## config.mk

```make
export PLATFORM = sky130hd
export DESIGN_NAME = bxs_top
export DESIGN_NICKNAME = d
export VERILOG_FILES = /design/src/bxs_pkg.sv /design/src/bxs_top.sv
export SDC_FILE = /design/constraint.sdc
export NUM_CORES = 1
export LEC_CHECK = 0
export ABC_CLOCK_PERIOD_IN_PS = 3940
export BUFFER_PORTS_ARGS = -buffer_cell sky130_fd_sc_hd__buf_2
export CAP_MARGIN = 30
export CORE_UTILIZATION = 51
export DETAILED_ROUTE_END_ITERATION = 8
export GPL_TIMING_DRIVEN = 0
export PLACE_DENSITY = 0.87
export SYNTH_ARGS = -nofsm -noshare
export SYNTH_HDL_FRONTEND = slang
export SYNTH_SLANG_ARGS = --single-unit
```

## constraint.sdc

```tcl
create_clock -name i_core_clk -period 3.94 [get_ports i_core_clk]
set_clock_uncertainty 0.2 [all_clocks]
set_input_delay 0.394 -clock i_core_clk [delete_from_list [all_inputs] [get_ports i_core_clk]]
set_output_delay 0.394 -clock i_core_clk [all_outputs]
set_load 0.01 [all_outputs]
```

## src/bxs_pkg.sv

```systemverilog
package bxs_pkg;
    // widths of the datapath
    localparam int ADDR_W = 24;
    localparam int PARCEL_W = 16;
    localparam int SREG_W = 64;
    localparam int XADR_W = 8;
    // parcel-0 field positions
    localparam int OPC_HI = 15;
    localparam int OPC_LO = 9;
    localparam int I_TOP = 8;
    localparam int I_LO = 6;
    localparam int TGT_HI = 7;
    // opcode values, top seven bits of parcel 0
    localparam logic [6:0] OPC_EXIT = 7'h04;
    localparam logic [6:0] OPC_JUMP_B = 7'h05;
    localparam logic [6:0] OPC_JUMP = 7'h06;
    localparam logic [6:0] OPC_RET_JUMP = 7'h07;
    localparam logic [3:0] OPC_BR_GROUP = 4'h1;
    // low three opcode bits select the branch test
    localparam logic [2:0] BR_A_ZERO = 3'h0;
    localparam logic [2:0] BR_A_NONZERO = 3'h1;
    localparam logic [2:0] BR_A_POS = 3'h2;
    localparam logic [2:0] BR_A_NEG = 3'h3;
    localparam logic [2:0] BR_S_ZERO = 3'h4;
    localparam logic [2:0] BR_S_NONZERO = 3'h5;
    localparam logic [2:0] BR_S_POS = 3'h6;
    localparam logic [2:0] BR_S_NEG = 3'h7;
    // parcel steps
    localparam logic [ADDR_W-1:0] STEP_ONE = 24'h000001;
    localparam logic [ADDR_W-1:0] STEP_TWO = 24'h000002;
    localparam logic [ADDR_W-1:0] ADDR_ZERO = 24'h000000;
    localparam logic [XADR_W-1:0] XADR_ZERO = 8'h00;

    typedef enum logic [1:0] {ST_IDLE, ST_DRAIN, ST_EXCH} bxs_state_type;

    typedef struct packed {
        logic valid;
        logic [PARCEL_W-1:0] parcel0;
        logic [PARCEL_W-1:0] parcel1;
        logic [ADDR_W-1:0] p_addr;
        logic [ADDR_W-1:0] bjk;
        logic [ADDR_W-1:0] a0;
        logic [SREG_W-1:0] s0;
    } bxs_issue_type;

    typedef struct packed {
        logic valid;
        logic taken;
        logic [ADDR_W-1:0] target;
    } bxs_flow_type;

    typedef struct packed {
        logic we;
        logic [ADDR_W-1:0] data;
    } bxs_link_type;

    typedef struct packed {
        logic req;
        logic [XADR_W-1:0] xadr;
        logic [ADDR_W-1:0] save_p;
    } bxs_exch_type;
endpackage

```

## src/bxs_top.sv

```systemverilog
// How it works
// - normal exit starts an exchange and voids the instruction buffers.
// - outside monitor mode a normal exit sets the normal-exit flag.
// - exchange waits until earlier results reach the operating registers.
// - exchange goes to the package named by the exchange address.
// - saved program address is exit address plus one parcel.
// - the exit's ijk fields are ignored.
// - register jump loads the program address from the selected B register.
// - immediate jump loads the low 24 bits of its address field.
// - return jump writes address plus two into the return link, then jumps.
// - address-test branches check zero, nonzero, positive, negative; jump if true.
// - a zero address test value counts as positive.
// - scalar-test branches check zero, nonzero, positive, negative; jump if true.
// - a zero scalar test value counts as positive.
// - a failed branch continues with the next instruction.
`timescale 1ns/10ps
`default_nettype none
module bxs_top (
    input wire logic i_core_clk,
    input wire logic i_rst_n,
    input wire bxs_pkg::bxs_issue_type i_issue,
    input wire logic i_monitor_mode,
    input wire logic i_pending,
    input wire logic [bxs_pkg::XADR_W-1:0] i_xadr,
    input wire logic i_exch_ack,
    output logic o_ready,
    output bxs_pkg::bxs_flow_type o_flow,
    output bxs_pkg::bxs_link_type o_link,
    output logic o_flush,
    output logic o_ne_flag_set,
    output bxs_pkg::bxs_exch_type o_exch
);
    import bxs_pkg::*;

    typedef struct packed {
        bxs_state_type st;
        logic ready;
        bxs_flow_type flow;
        bxs_link_type link;
        logic flush;
        logic ne_set;
        bxs_exch_type exch;
    } bxs_regs_type;

    bxs_regs_type state_reg;
    bxs_regs_type state_next;
    logic accept;
    logic [6:0] opc;
    logic i_top;
    logic [ADDR_W-1:0] target;
    logic cond_ok;

    // decode fields; exit is matched on opcode alone
    assign accept = i_issue.valid && state_reg.ready;
    assign opc = i_issue.parcel0[OPC_HI:OPC_LO];
    assign i_top = i_issue.parcel0[I_TOP];
    assign target = {i_issue.parcel0[TGT_HI:0], i_issue.parcel1};

    // branch test; sign bit alone decides, so zero reads positive
    always_comb begin
        unique case (opc[2:0])
            BR_A_ZERO: cond_ok = (i_issue.a0 == ADDR_ZERO);
            BR_A_NONZERO: cond_ok = (i_issue.a0 != ADDR_ZERO);
            BR_A_POS: cond_ok = !i_issue.a0[ADDR_W-1];
            BR_A_NEG: cond_ok = i_issue.a0[ADDR_W-1];
            BR_S_ZERO: cond_ok = (i_issue.s0 == '0);
            BR_S_NONZERO: cond_ok = (i_issue.s0 != '0);
            BR_S_POS: cond_ok = !i_issue.s0[SREG_W-1];
            BR_S_NEG: cond_ok = i_issue.s0[SREG_W-1];
        endcase
    end

    // next-state logic; pulses drop back by default
    always_comb begin
        state_next = state_reg;
        state_next.flow.valid = 1'b0;
        state_next.link.we = 1'b0;
        state_next.flush = 1'b0;
        state_next.ne_set = 1'b0;
        unique case (state_reg.st)
            ST_IDLE: begin
                if (accept) begin
                    if (opc == OPC_EXIT) begin
                        state_next.flush = 1'b1;
                        state_next.ne_set = !i_monitor_mode;
                        state_next.exch.save_p = i_issue.p_addr + STEP_ONE;
                        state_next.ready = 1'b0;
                        state_next.st = ST_DRAIN;
                    end else if (opc == OPC_JUMP_B && i_issue.parcel0[I_TOP:I_LO] == 3'h0) begin
                        state_next.flow.valid = 1'b1;
                        state_next.flow.taken = 1'b1;
                        state_next.flow.target = i_issue.bjk;
                    end else if (opc == OPC_JUMP) begin
                        state_next.flow.valid = 1'b1;
                        state_next.flow.taken = 1'b1;
                        state_next.flow.target = target;
                    end else if (opc == OPC_RET_JUMP) begin
                        state_next.link.we = 1'b1;
                        state_next.link.data = i_issue.p_addr + STEP_TWO;
                        state_next.flow.valid = 1'b1;
                        state_next.flow.taken = 1'b1;
                        state_next.flow.target = target;
                    end else if (opc[6:3] == OPC_BR_GROUP && !i_top) begin
                        state_next.flow.valid = 1'b1;
                        state_next.flow.taken = cond_ok;
                        // failed test falls through past both parcels
                        state_next.flow.target = cond_ok ? target
                            : i_issue.p_addr + STEP_TWO;
                    end
                end
            end
            ST_DRAIN: begin
                // hold off until nothing is still in flight
                if (!i_pending) begin
                    state_next.exch.req = 1'b1;
                    state_next.exch.xadr = i_xadr;
                    state_next.st = ST_EXCH;
                end
            end
            ST_EXCH: begin
                // request stands until the exchange logic takes it
                if (i_exch_ack) begin
                    state_next.exch.req = 1'b0;
                    state_next.ready = 1'b1;
                    state_next.st = ST_IDLE;
                end
            end
        endcase
    end

    // one register for all state
    always_ff @(posedge i_core_clk or negedge i_rst_n) begin
        if (!i_rst_n) begin
            state_reg.st <= ST_IDLE;
            state_reg.ready <= 1'b1;
            state_reg.flow <= '0;
            state_reg.link <= '0;
            state_reg.flush <= 1'b0;
            state_reg.ne_set <= 1'b0;
            state_reg.exch <= '0;
        end else begin
            state_reg <= state_next;
        end
    end

    // outputs straight from flops
    assign o_ready = state_reg.ready;
    assign o_flow = state_reg.flow;
    assign o_link = state_reg.link;
    assign o_flush = state_reg.flush;
    assign o_ne_flag_set = state_reg.ne_set;
    assign o_exch = state_reg.exch;

    logic acc_exit;
    logic acc_br;
    assign acc_exit = accept && opc == OPC_EXIT;
    assign acc_br = accept && opc[6:3] == OPC_BR_GROUP && !i_top;
endmodule
`default_nettype wire

```

# [Yosys cells after proc, flatten, opt, wreduce, memory -nomap -nowiden]
# Cells that the tools add are included.
[op_classes] muxes=21 bitwise_logic=4 n_reduce_logical=24 n_eq_ne=18 add_sub_neg=2
[ops] cell="$mux 26" count=4
[ops] cell="$mux 25" count=3
[ops] cell="$logic_not 64->1" count=1
[ops] cell="$reduce_bool 64->1" count=1
[ops] cell="$mux 56" count=1
[ops] cell="$mux 53" count=1
[ops] cell="$mux 51" count=1
[ops] cell="$eq 7x3->1 const B" count=4
[ops] cell="$add 24x1->24 const B" count=1
[ops] cell="$add 24x2->24 const B" count=1
[ops] cell="$logic_not 24->1" count=1
[ops] cell="$mux 24" count=1
[ops] cell="$reduce_bool 24->1" count=1
[ops] cell="$eq 3x3->1 const B" count=4
[ops] cell="$reduce_and 4->1" count=3
[ops] cell="$mux 9" count=1
[ops] cell="$ne 2x2->1 const B" count=4
[ops] cell="$pmux 1 s8" count=1
[ops] cell="$eq 3x2->1 const B" count=2
[ops] cell="$logic_not 3->1" count=2
[ops] cell="$mux 3" count=2
[ops] cell="$pmux 2 s3" count=1
[ops] cell="$reduce_and 3->1" count=2
[ops] cell="$reduce_and 6->1" count=1
[ops] cell="14 further kinds" count=25
[totals] input_bits=182 word_cells=81 out_inout_bits=87 ff_bits=89

# [Logic depth before layout (Yosys ltp)]
# Gate-level depths: netlist of the first run.
[depth] ltp_word=10 mapped_depth=10 depth_no_buf=8

# [Worst setup path after synthesis of the first run]
# OpenSTA, ideal clock, no wires.
[synth_timing] path_kind="input to register" start="input i_issue[1] in the netlist's numbering" end="register state_reg (netlist bit o_flow[10])" setup_slack_ns=1.213 t_required_ns=3.614 path_buffers=2 arrival_time_ns=2.400 setup_time_ns=0.126 path_stages=9 path_cell_list="nor4_1 nand4_1 nor4_1 mux2_2 and2_1 buf_4 a31o_4 buf_6 a221o_1"
[synth_via] elab_chain_cells=7 elab_cells_between_ends=8 classes_between="6 x mux; 2 x reduce/logical"
[synth_rtl] item="from (decl)" line_no="bxs_top.sv:21" source="input wire bxs_pkg::bxs_issue_type i_issue,"
[synth_rtl] item="$reduce_bool 64->1 / $logic_not 64->1 (equally long branches)" line_no="bxs_top.sv:67, bxs_top.sv:66"
[synth_rtl] item="$pmux 1 s8 *" line_no="bxs_top.sv:61" source="unique case (opc[2:0])"
[synth_rtl] item="$mux 24 *" line_no="bxs_top.sv:107" source="state_next.flow.target = cond_ok ? target"
[synth_rtl] item="$mux 26 *" line_no="bxs_top.sv:103" source="end else if (opc[6:3] == OPC_BR_GROUP && !i_top) begin"
[synth_rtl] item="$mux 26 *" line_no="bxs_top.sv:97" source="end else if (opc == OPC_RET_JUMP) begin"
[synth_rtl] item="$mux 26 *" line_no="bxs_top.sv:93" source="end else if (opc == OPC_JUMP) begin"
[synth_rtl] item="$mux 26 *" line_no="bxs_top.sv:89" source="end else if (opc == OPC_JUMP_B && i_issue.parcel0[I_TOP:I_LO] == 3'h0) begin"
[synth_rtl] item="to (signal assigned)" line_no="bxs_top.sv:142" source="state_reg <= state_next;"
[synth_rtl] item="to (decl)" line_no="bxs_top.sv:45" source="bxs_regs_type state_reg;"
# Mark *: on every way between the ends. The rest lies on a longest branch, timed or not. The select of a mux whose other input is x is not followed.
# A chain may end at the register's enable or synchronous reset.

# [Final worst setup path of the first run]
[layout_timing] start="input i_issue[7] in the netlist's numbering" end="register state_reg (netlist bit o_flow[23])"
# Same word-level chain as after synthesis.

==> impl_metrics.ini, run 1 <==
[run_status]
status = completed

[setup_path]
r2r-start = state_reg[87]
rr_endpoint = o_link[20]
startpoint = i_issue[7]
worst-path-max-fanout = 10
arrival_ps = 2970
r2r_cells = 7
end_kind = flop
start_kind = input port
crit_type = in -> reg
rrSetupSlack_ps = 1220
crit_required_ps = 3980
critPathCapture = o_flow[23]

[clock_network]
numCtsBuffers = 9
cts_max_level = 3
cts-resized-gates = 0
clock_latency_ps = 340
ctsRootBufferMaster = clkbuf_8
clockBufferDepth = 2
clk_pin_slew_worst_paths_ps = 100
tritoncts = yes
clock_sinks = 89
post-cts-setup-buffer-count = 0

[sta]
fmax_mhz = 341.3
maxSlewHeadroom_pct = 61.33
fin_crit_sh_pct = 74.36
tns_ps = 0
worstMarginPinSlew_ps = 580.1
setup_violations = 0
rsz0062_at_grt = no
finalCriticalPeriod_ps = 2930
final_max_slew_viol_count = 0
hold_viol = 0

[placement]
io_buffer_count = 262
routabilityCongestion = 0.9085
place_area_um2 = 7030
dp_hpwl_um = 12620

[synthesis]
synth.net_count = 789
ys_async_sr_fraction_pct = 100.0
synth_fa_ha_area_share_pct = 1.360
synthMuxAreaShare_pct = 6.076
ys_ff_latch = 89
synth_compound_area_share_pct = 11.81
synth_cell_type_count = 46
yosys.area.top_type = dfrtp_1
yosys-top-cells-area = dfrtp_1 (40%), buf_4 (12%), nand2_1 (7.5%), mux2_2 (5.7%), o21ai_0 (4.1%)
yosysWarnings = 0
netlist_instances = 601
synth-edff-count = 0
synth_xor_area_share_pct = 6.983
synth_area_um2 = 5519
synth_top_cell_area_share_pct = 39.90
yosys.area_share.simple_pct = 18.45
yosys_most_used_dff = dfrtp_1
syn_avg_cell_area_um2 = 9.183
ys_seq_area_share_pct = 40.38
synth_top_family_by_area = simple AND/OR/NAND/NOR gates

[power]
powerDensity_nw_per_um2 = 246.7
vdd_drop_max_uv = 149.0
total_leakage_power_uw = 0.003908
power_uw = 1792

[grt]
antenna_found_initial = 1
grt_pass1_vias = 4928
grt_max_degree = 53
grt_usage_pct = 27.54
grt_overflow = 0
grt_pass1_wl_um = 23830

[finish]
fin_nets = 1065
design_area_um2 = 7262
drive_above_1_share_pct = 46.71
area_delta_synth_final_pct = 31.58
largest_register_ffs = 33
fill_cells = 859

[detailed_routing]
first_pass_iters = 5
vias_per_cell = 5.232
drt-wirelength-per-cell_um = 15.50
ant_nets = 0
drt-total-wl_um = 15790
drc = 0
drt_iter0_drc = 331
vias = 5331

[die]
dieArea_um2 = 11240
floorplan.core_area_um2 = 10420
dieWidth_um = 106.0
pin_count = 269
die_h_um = 106.0
rows = 37
start_util_pct = 52.98

[min_path]
hold_depth = 2
hp-class = in -> reg

[flow_run]
max_cap_violations = 0
-- report_power, final --
| group | switching, µW | internal [µW] | total, µW |
|---|---|---|---|
| logic | 109 | 97.4 | 207 |
| clock network | 354 | 318 | 672 |
| registers | 0 | 913 | 913 |
| total | 464 | 1330 | 1790 |
-- cells by family (layout without fill, tap and decap cells) --
logic type,count (synthesis),count (layout)
muxes,30,30
AOI/OAI and AO/OA,94,94
DFF,89,89
adders and majority gates,6,6
and+or+nand+nor,212,212
xor gates and xnor gates,44,44
other,0,1
buffers and inverters,126,407
-- routing by layer --
metal,up-vias,track usage [%],share of wire (%)
met5,-,0,0
met3,18,3.740,7.1
met2,265,52.24,54
li1,2552,-,-
met1,2496,31.94,37
met4,0,8.333,1.8
-- per-stage QoR --
stage,cells,util (%),hold WS (ps),setup WS [ps]
detailed placement,1000,67.50,198.0,606.2
finish,1019,69.72,56.62,1010
global route,1019,69.72,51.09,870.1
global placement,999,67.21,250.3,595.3
floorplan,601,-,-101.6,1213
CTS,1018,69.69,47.32,960.2
-- timing repair --
action                                  in CTS  in global routing
endpoints found under the hold margin       37                  0
hold buffers                                 2                  0
endpoints found under the setup margin       0                  0
-- how the worst min path moves through the flow --
stage / from / to
floorplan: i_rst_n / o_exch[0]
global placement: o_link[2] / o_link[2]
detailed placement: i_rst_n / o_ne_flag_set
CTS: i_issue[143] / o_flow[7]
global route: i_issue[143] / o_flow[7]
finish: i_issue[143] / o_flow[7]
-- cells in the mapped netlist, drive strengths merged (6+ instances only) --
library cell / n
nor3: 8
ha: 6
nor2: 20
nor4: 25
nand3: 13
clkbuf: 22
nand2: 110
a21oi: 13
buf: 93
inv: 11
a221o: 19
o21ai: 45
mux2: 28
xnor2: 19
nand4: 14
dfrtp: 88
xor2: 25
and3: 6
-- worst max-delay path, cell delays in order --
cell     delay [ps]
buf_2            90
nor4_1          460
nand4_1         160
nor4_1          400
mux2_2          390
and2_1          150
buf_4           160
a31o_4          270
buf_6           140
a221o_1         360
-- layout by cell type (no fill, tap or decap), types with 13 or more instances in the layout --
cell      netlist  layout
nand3_1        13      13
mux2_2         28      28
a21oi_1        13      13
buf_4          86      87
nor2_1         20      20
nand4_1        14      14
o21ai_0        45      45
a221o_1        19      19
clkbuf_1       21      21
dfrtp_1        88      88
xor2_1         25      25
buf_2           4     265
xnor2_1        19      19
nand2_1       110     110
nor4_1         25      25
-- cell type report --
class,count,area (µm²),share of cell area [%]
antenna,1,2.502,0.03446
buffer,115,783.3,10.79
clock buffer,10,137.6,1.895
clock inverter,6,71.32,0.9821
inverter,11,41.29,0.5686
multi-input combinational,386,2466,33.96
sequential,89,2228,30.69
tap,136,170.2,2.343
timing repair buffer,265,1361,18.75
(Power assumes the default switching activity.)
==> inputs of run 2 (changes only) <==
Settings changed: ABC_AREA set to 1, ABC_CLOCK_PERIOD_IN_PS 3940 to 2800, CORE_UTILIZATION 51 to 49, PLACE_DENSITY 0.87 to 0.82.
Clock period 3.94 ns to 2.8 ns, I/O delays scaled along.
==> impl_metrics.ini, run 2 <==
[run_status]
status = completed

[clock_network]
ctsRootBufferMaster = clkbuf_16
numCtsBuffers = 9
clock_sinks = 89
tritoncts = yes
clock_latency_ps = 350
post-cts-setup-buffer-count = 0
cts_max_level = 3
clk_pin_slew_worst_paths_ps = 70
clockBufferDepth = 2

[sta]
final_max_slew_viol_count = 0
maxSlewHeadroom_pct = 68.19
finalCriticalPeriod_ps = 2548
worstMarginPinSlew_ps = 477.1
fin_crit_sh_pct = 91.00
tns_ps = 0
fmax_mhz = 392.4
rsz0062_at_grt = no
hold_ws_ps = 9.705
hold_viol = 0
setup_violations = 0

[power]
power_switching_uw = 1208
p_int_uw = 2694
power_uw = 3902
switching_share_pct = 30.96
p_seq_share_pct = 39.7
vdd_drop_max_uv = 316.0
powerDensity_nw_per_um2 = 477.9
total_leakage_power_uw = 0.004718
clockPowerShare_pct = 30.6
p_comb_share_pct = 29.7

[grt]
grt_pass1_vias = 6082
grt_max_degree = 60
grt_usage_pct = 28.02
grt_pass1_wl_um = 28410
grt_overflow = 0
antenna_found_initial = 0

[finish]
stdcell_count = 1343
final_cell_mix = buf_2 (270), nand2_1 (245), nor2_1 (129)
drive_above_1_share_pct = 35.74
finish.utilization_pct = 67.14
diodes = 0
fill_cells = 1120
area_delta_synth_final_pct = 31.68
largest_register_ffs = 33
fin_nets = 1358
final_common_cell = buf_2

[synthesis]
synthTopCellsByCount = nand2_1 (245), nor2_1 (129), dfrtp_1 (88)
yosysWarnings = 0
synth.most_common_cell = nand2_1
ys_async_sr_fraction_pct = 100.0
yosys.area.top_type = dfrtp_1
synth-edff-count = 0
synth.net_count = 1070
synth_area_um2 = 6201
ys_ff_latch = 89
synth_top_cell_area_share_pct = 35.51
netlist_instances = 882
ys_seq_area_share_pct = 35.94
yosys_most_used_dff = dfrtp_1
syn_avg_cell_area_um2 = 7.031
yosys-top-cells-area = dfrtp_1 (36%), nand2_1 (15%), buf_4 (10%), nor2_1 (7.8%), nand3_1 (4.9%)
synth_cell_type_count = 37

[die]
floorplan.core_area_um2 = 12160
pin_count = 269
dieArea_um2 = 13110
start_util_pct = 50.99
die_h_um = 114.5
dieWidth_um = 114.5
rows = 40

[setup_path]
worst-path-max-fanout = 10
arrival_ps = 2550
end_kind = flop
start_kind = flop
crit_required_ps = 2810
crit_type = reg -> reg

[placement]
dp_cells = 1317
io_buffer_count = 266
dp_hpwl_um = 14370
routabilityCongestion = 0.9168

[flow_run]
max_cap_violations = 0

[min_path]
hp-class = in -> reg

[detailed_routing]
vias_per_cell = 4.863
drt_iter0_drc = 393
drc = 0
first_pass_iters = 5
vias = 6531
drt-total-wl_um = 17870
drt-wirelength-per-cell_um = 13.31
ant_nets = 0
==> run 2: critical path: stages (launching register included) <==
cell      delay, ps
dfrtp_1         420
inv_1            90
ha_1            160
inv_1            50
nor2_1          260
inv_1           150
nor3_1          290
inv_1           110
clkbuf_1        220
clkbuf_2        250
nand2_1         100
o21ai_0          90
==> run 2: per-layer routing <==
layer	track usage, %	wire length (µm)	vias up
met4	9.957	415	0
met1	33.29	7033	2982
met3	3.335	1086	29
li1	-	-	3264
met2	51.88	9335	256
met5	0	0	-
==> run 2: cells by family (layout without fill, tap and decap cells) <==
kind of cell	after synthesis	count (layout)	share of synthesized area [%]
muxes	8	8	1.453
adders and majority gates	6	6	1.211
xor gates and xnor gates	37	37	5.226
and+or+nand+nor	476	476	32.65
DFF	89	89	35.94
AOI/OAI and AO/OA	85	85	7.082
buffers and inverters	181	474	16.44
==> run 2: power by group through the flow <==
stage | clock (µW) | combinational (µW) | sequential (µW)
3_5_place_dp | 0 | 1150 | 1570
3_3_place_gp | 0 | 1110 | 1560
5_1_grt | 1240 | 1280 | 1570
2_1_floorplan | 0 | 715 | 1540
6_report | 1190 | 1160 | 1550
4_1_cts | 1190 | 1160 | 1540
==> run 2: worst paths after layout <==
kind | from | to | slack, ps | cells after the start
min in group asynchronous | i_rst_n | o_ne_flag_set | 220 | 2
worst max register to register | state_reg[87] | o_link[19] | 250 | 11
worst min register to register | o_flow[8] | o_flow[8] | 280 | 2
max in group asynchronous | i_rst_n | o_link[17] | 1550 | 3
worst min-delay path | i_pending | o_exch[32] | 10 | 4
worst max-delay path | state_reg[87] | o_link[19] | 250 | 11
==> run 2: cell type report <==
cell class	instances	area (µm²)	share of cell area [%]
Buffer	115	774.5	9.485
Timing Repair Buffer	277	1461	17.90
Sequential cell	89	2228	27.29
Inverter	66	247.7	3.034
Clock buffer	11	252.7	3.095
Tap cell	168	210.2	2.574
Clock inverter	5	37.54	0.4597
Multi-Input combinational cell	612	2953	36.16
==> run 2: what timing repair did <==
action                                 in CTS  in global routing
resized for setup                           0                  4
hold buffers                               10                  0
endpoints found under the hold margin      39                  0
setup endpoints to repair                   0                 14
==> run 2: stage by stage <==
step	setup slack (ps)	area, µm²
2_1_floorplan	818.6	6201
3_3_place_gp	193.5	7742
3_5_place_dp	162.4	7772
4_1_cts	149.1	8163
5_1_grt	18.41	8165
6_report	251.9	8165
==> inputs of run 3 (changes only) <==
Settings changed: CORE_MARGIN set to 1, REMOVE_ABC_BUFFERS set to 1.
==> impl_metrics.ini, run 3 (synthesis gave the netlist of run 2 again) <==
[setup_path]
r2r_cells = 11
worstPathCellList = inv_1, ha_1, inv_1, nor2_1, inv_1, nor2_4, inv_1, buf_16, a21oi_1, o21ai_0, o21a_1
crit_type = reg -> reg
start_kind = flop
crit_path_frequent_cell = inv_1
critical-path-max-stage-delay_ps = 420
arrival_ps = 2570
crit_required_ps = 2820
end_kind = flop
worst-path-max-fanout = 31
cp_slowest_cell = dfrtp_1

[power]
switching_share_pct = 29.44
p_seq_share_pct = 40.5
total_leakage_power_uw = 0.004288
clockPowerShare_pct = 34.4
p_int_uw = 2671
powerDensity_nw_per_um2 = 502.0
vdd_drop_max_uv = 289.8
p_comb_share_pct = 25.0
power_switching_uw = 1115

[detailed_routing]
ant_nets = 0
first_pass_iters = 5
vias_per_cell = 4.870
drt-wirelength-per-cell_um = 13.79
vias = 6015
drt-total-wl_um = 17040
drt_iter0_drc = 391
drc = 0

[sta]
finalCriticalPeriod_ps = 2559
fmax_mhz = 390.8
setup_violations = 0
maxSlewHeadroom_pct = 46.46
hold_ws_ps = 34.15
worstMarginPinSlew_ps = 802.2
fin_crit_sh_pct = 91.38
rsz0062_at_grt = yes
hold_viol = 0
final_max_slew_viol_count = 0

[die]
dieWidth_um = 114.5
rows = 40
start_util_pct = 50.99
die_h_um = 114.5
floorplan.core_area_um2 = 12160
dieArea_um2 = 13110
pin_count = 269

[clock_network]
tritoncts = yes
cts_max_level = 3
ctsRootBufferMaster = clkbuf_16
numCtsBuffers = 9
clk_pin_slew_worst_paths_ps = 60
clock_sinks = 89
clockBufferDepth = 2
clock_latency_ps = 330

[grt]
grt_usage_pct = 27.03
antenna_found_initial = 1
grt_pass1_wl_um = 27610
grt_pass1_vias = 5621
grt_max_degree = 50
grt_overflow = 0

[run_status]
status = completed

[placement]
io_buffer_count = 268
dp_cells = 1207
routabilityCongestion = 0.8827
dp_hpwl_um = 12990

[finish]
largest_register_ffs = 33
area_delta_synth_final_pct = 21.63
final_common_cell = buf_2
drive_above_1_share_pct = 31.05
final_cell_mix = buf_2 (267), nand2_1 (244), nor2_1 (129)
fin_nets = 1249
stdcell_count = 1235

[min_path]
hold_depth = 4
hp-class = in -> reg

[flow_run]
max_cap_violations = 0
run 3: changes by cell type in the layout (fill, tap and decap cells not counted), sizes merged:
cell,previous run,this run
buf,361,273
clkbuf,32,12
bufinv,0,2
inv,67,65
clkinvlp,2,1
diode,0,1
run 3: worst paths after layout:
check                              start  slack [ps]    endpoint
setup / recovery           state_reg[87]         240   o_exch[9]
hold / removal                 i_pending          30  o_exch[32]
setup reg to reg           state_reg[87]         240   o_exch[9]
hold reg to reg                o_exch[1]         280   o_exch[1]
max in group asynchronous        i_rst_n        1490  o_flow[11]
min in group asynchronous        i_rst_n         290   o_exch[3]
run 3: repair_timing:
action / CTS / global route
buffers inserted: 0 / 0
endpoints found under the setup margin: 0 / 25
gates resized for setup: 0 / 2
endpoints found under the hold margin: 53 / 0
hold buffers: 10 / 0
run 3: final cells by class:
class / count / area (µm²)
clock inverters: 4 / 76.32
multi-input cells: 612 / 2960
diodes: 1 / 2.502
repair buffers: 283 / 1569
flip-flops and latches: 89 / 2228
clock buffers: 12 / 246.5
fillers: 1145 / 4619
inverters: 66 / 249.0
well taps: 168 / 210.2
run 3: through the flow:
stage	total power [µW]	setup TNS [ps]	instance area (µm²)	util, %	setup WS, ps
2_1_floorplan	2032	0	5429	-	235.0
3_3_place_gp	2446	-16380	6980	57.40	-759.7
3_5_place_dp	2486	-4651	7096	58.34	-269.3
4_1_cts	3804	0	7518	61.82	94.04
5_1_grt	4003	-52.28	7542	62.02	-52.28
6_report	3786	0	7542	62.02	241.3
run 3: power groups by stage:
stage	clock [µW]	combinational, µW	sequential (µW)
after detailed placement	0	932	1550
after global placement	0	898	1550
after global routing	1380	1070	1560
final	1300	947	1540
after CTS	1320	946	1530
after floorplan	0	402	1630
run 3: layer usage:
metal	wire length [µm]	part of all wire [%]	GRT usage [%]	vias to the layer above
met1	7426	44	35.16	2700
met4	470	2.8	10.13	0
met2	8007	47	44.89	242
met3	1131	6.6	4.817	29
li1	-	-	-	3044
met5	0	0	0	-
run 3: worst max-delay path, delay by kind of cell (launching register included):
| kind | cells | cell delay [ps] |
|---|---|---|
| flops | 1 | 420 |
| buf+inv | 5 | 890 |
| simple gates | 2 | 430 |
| compound gates | 3 | 310 |
| fa+ha+maj | 1 | 180 |
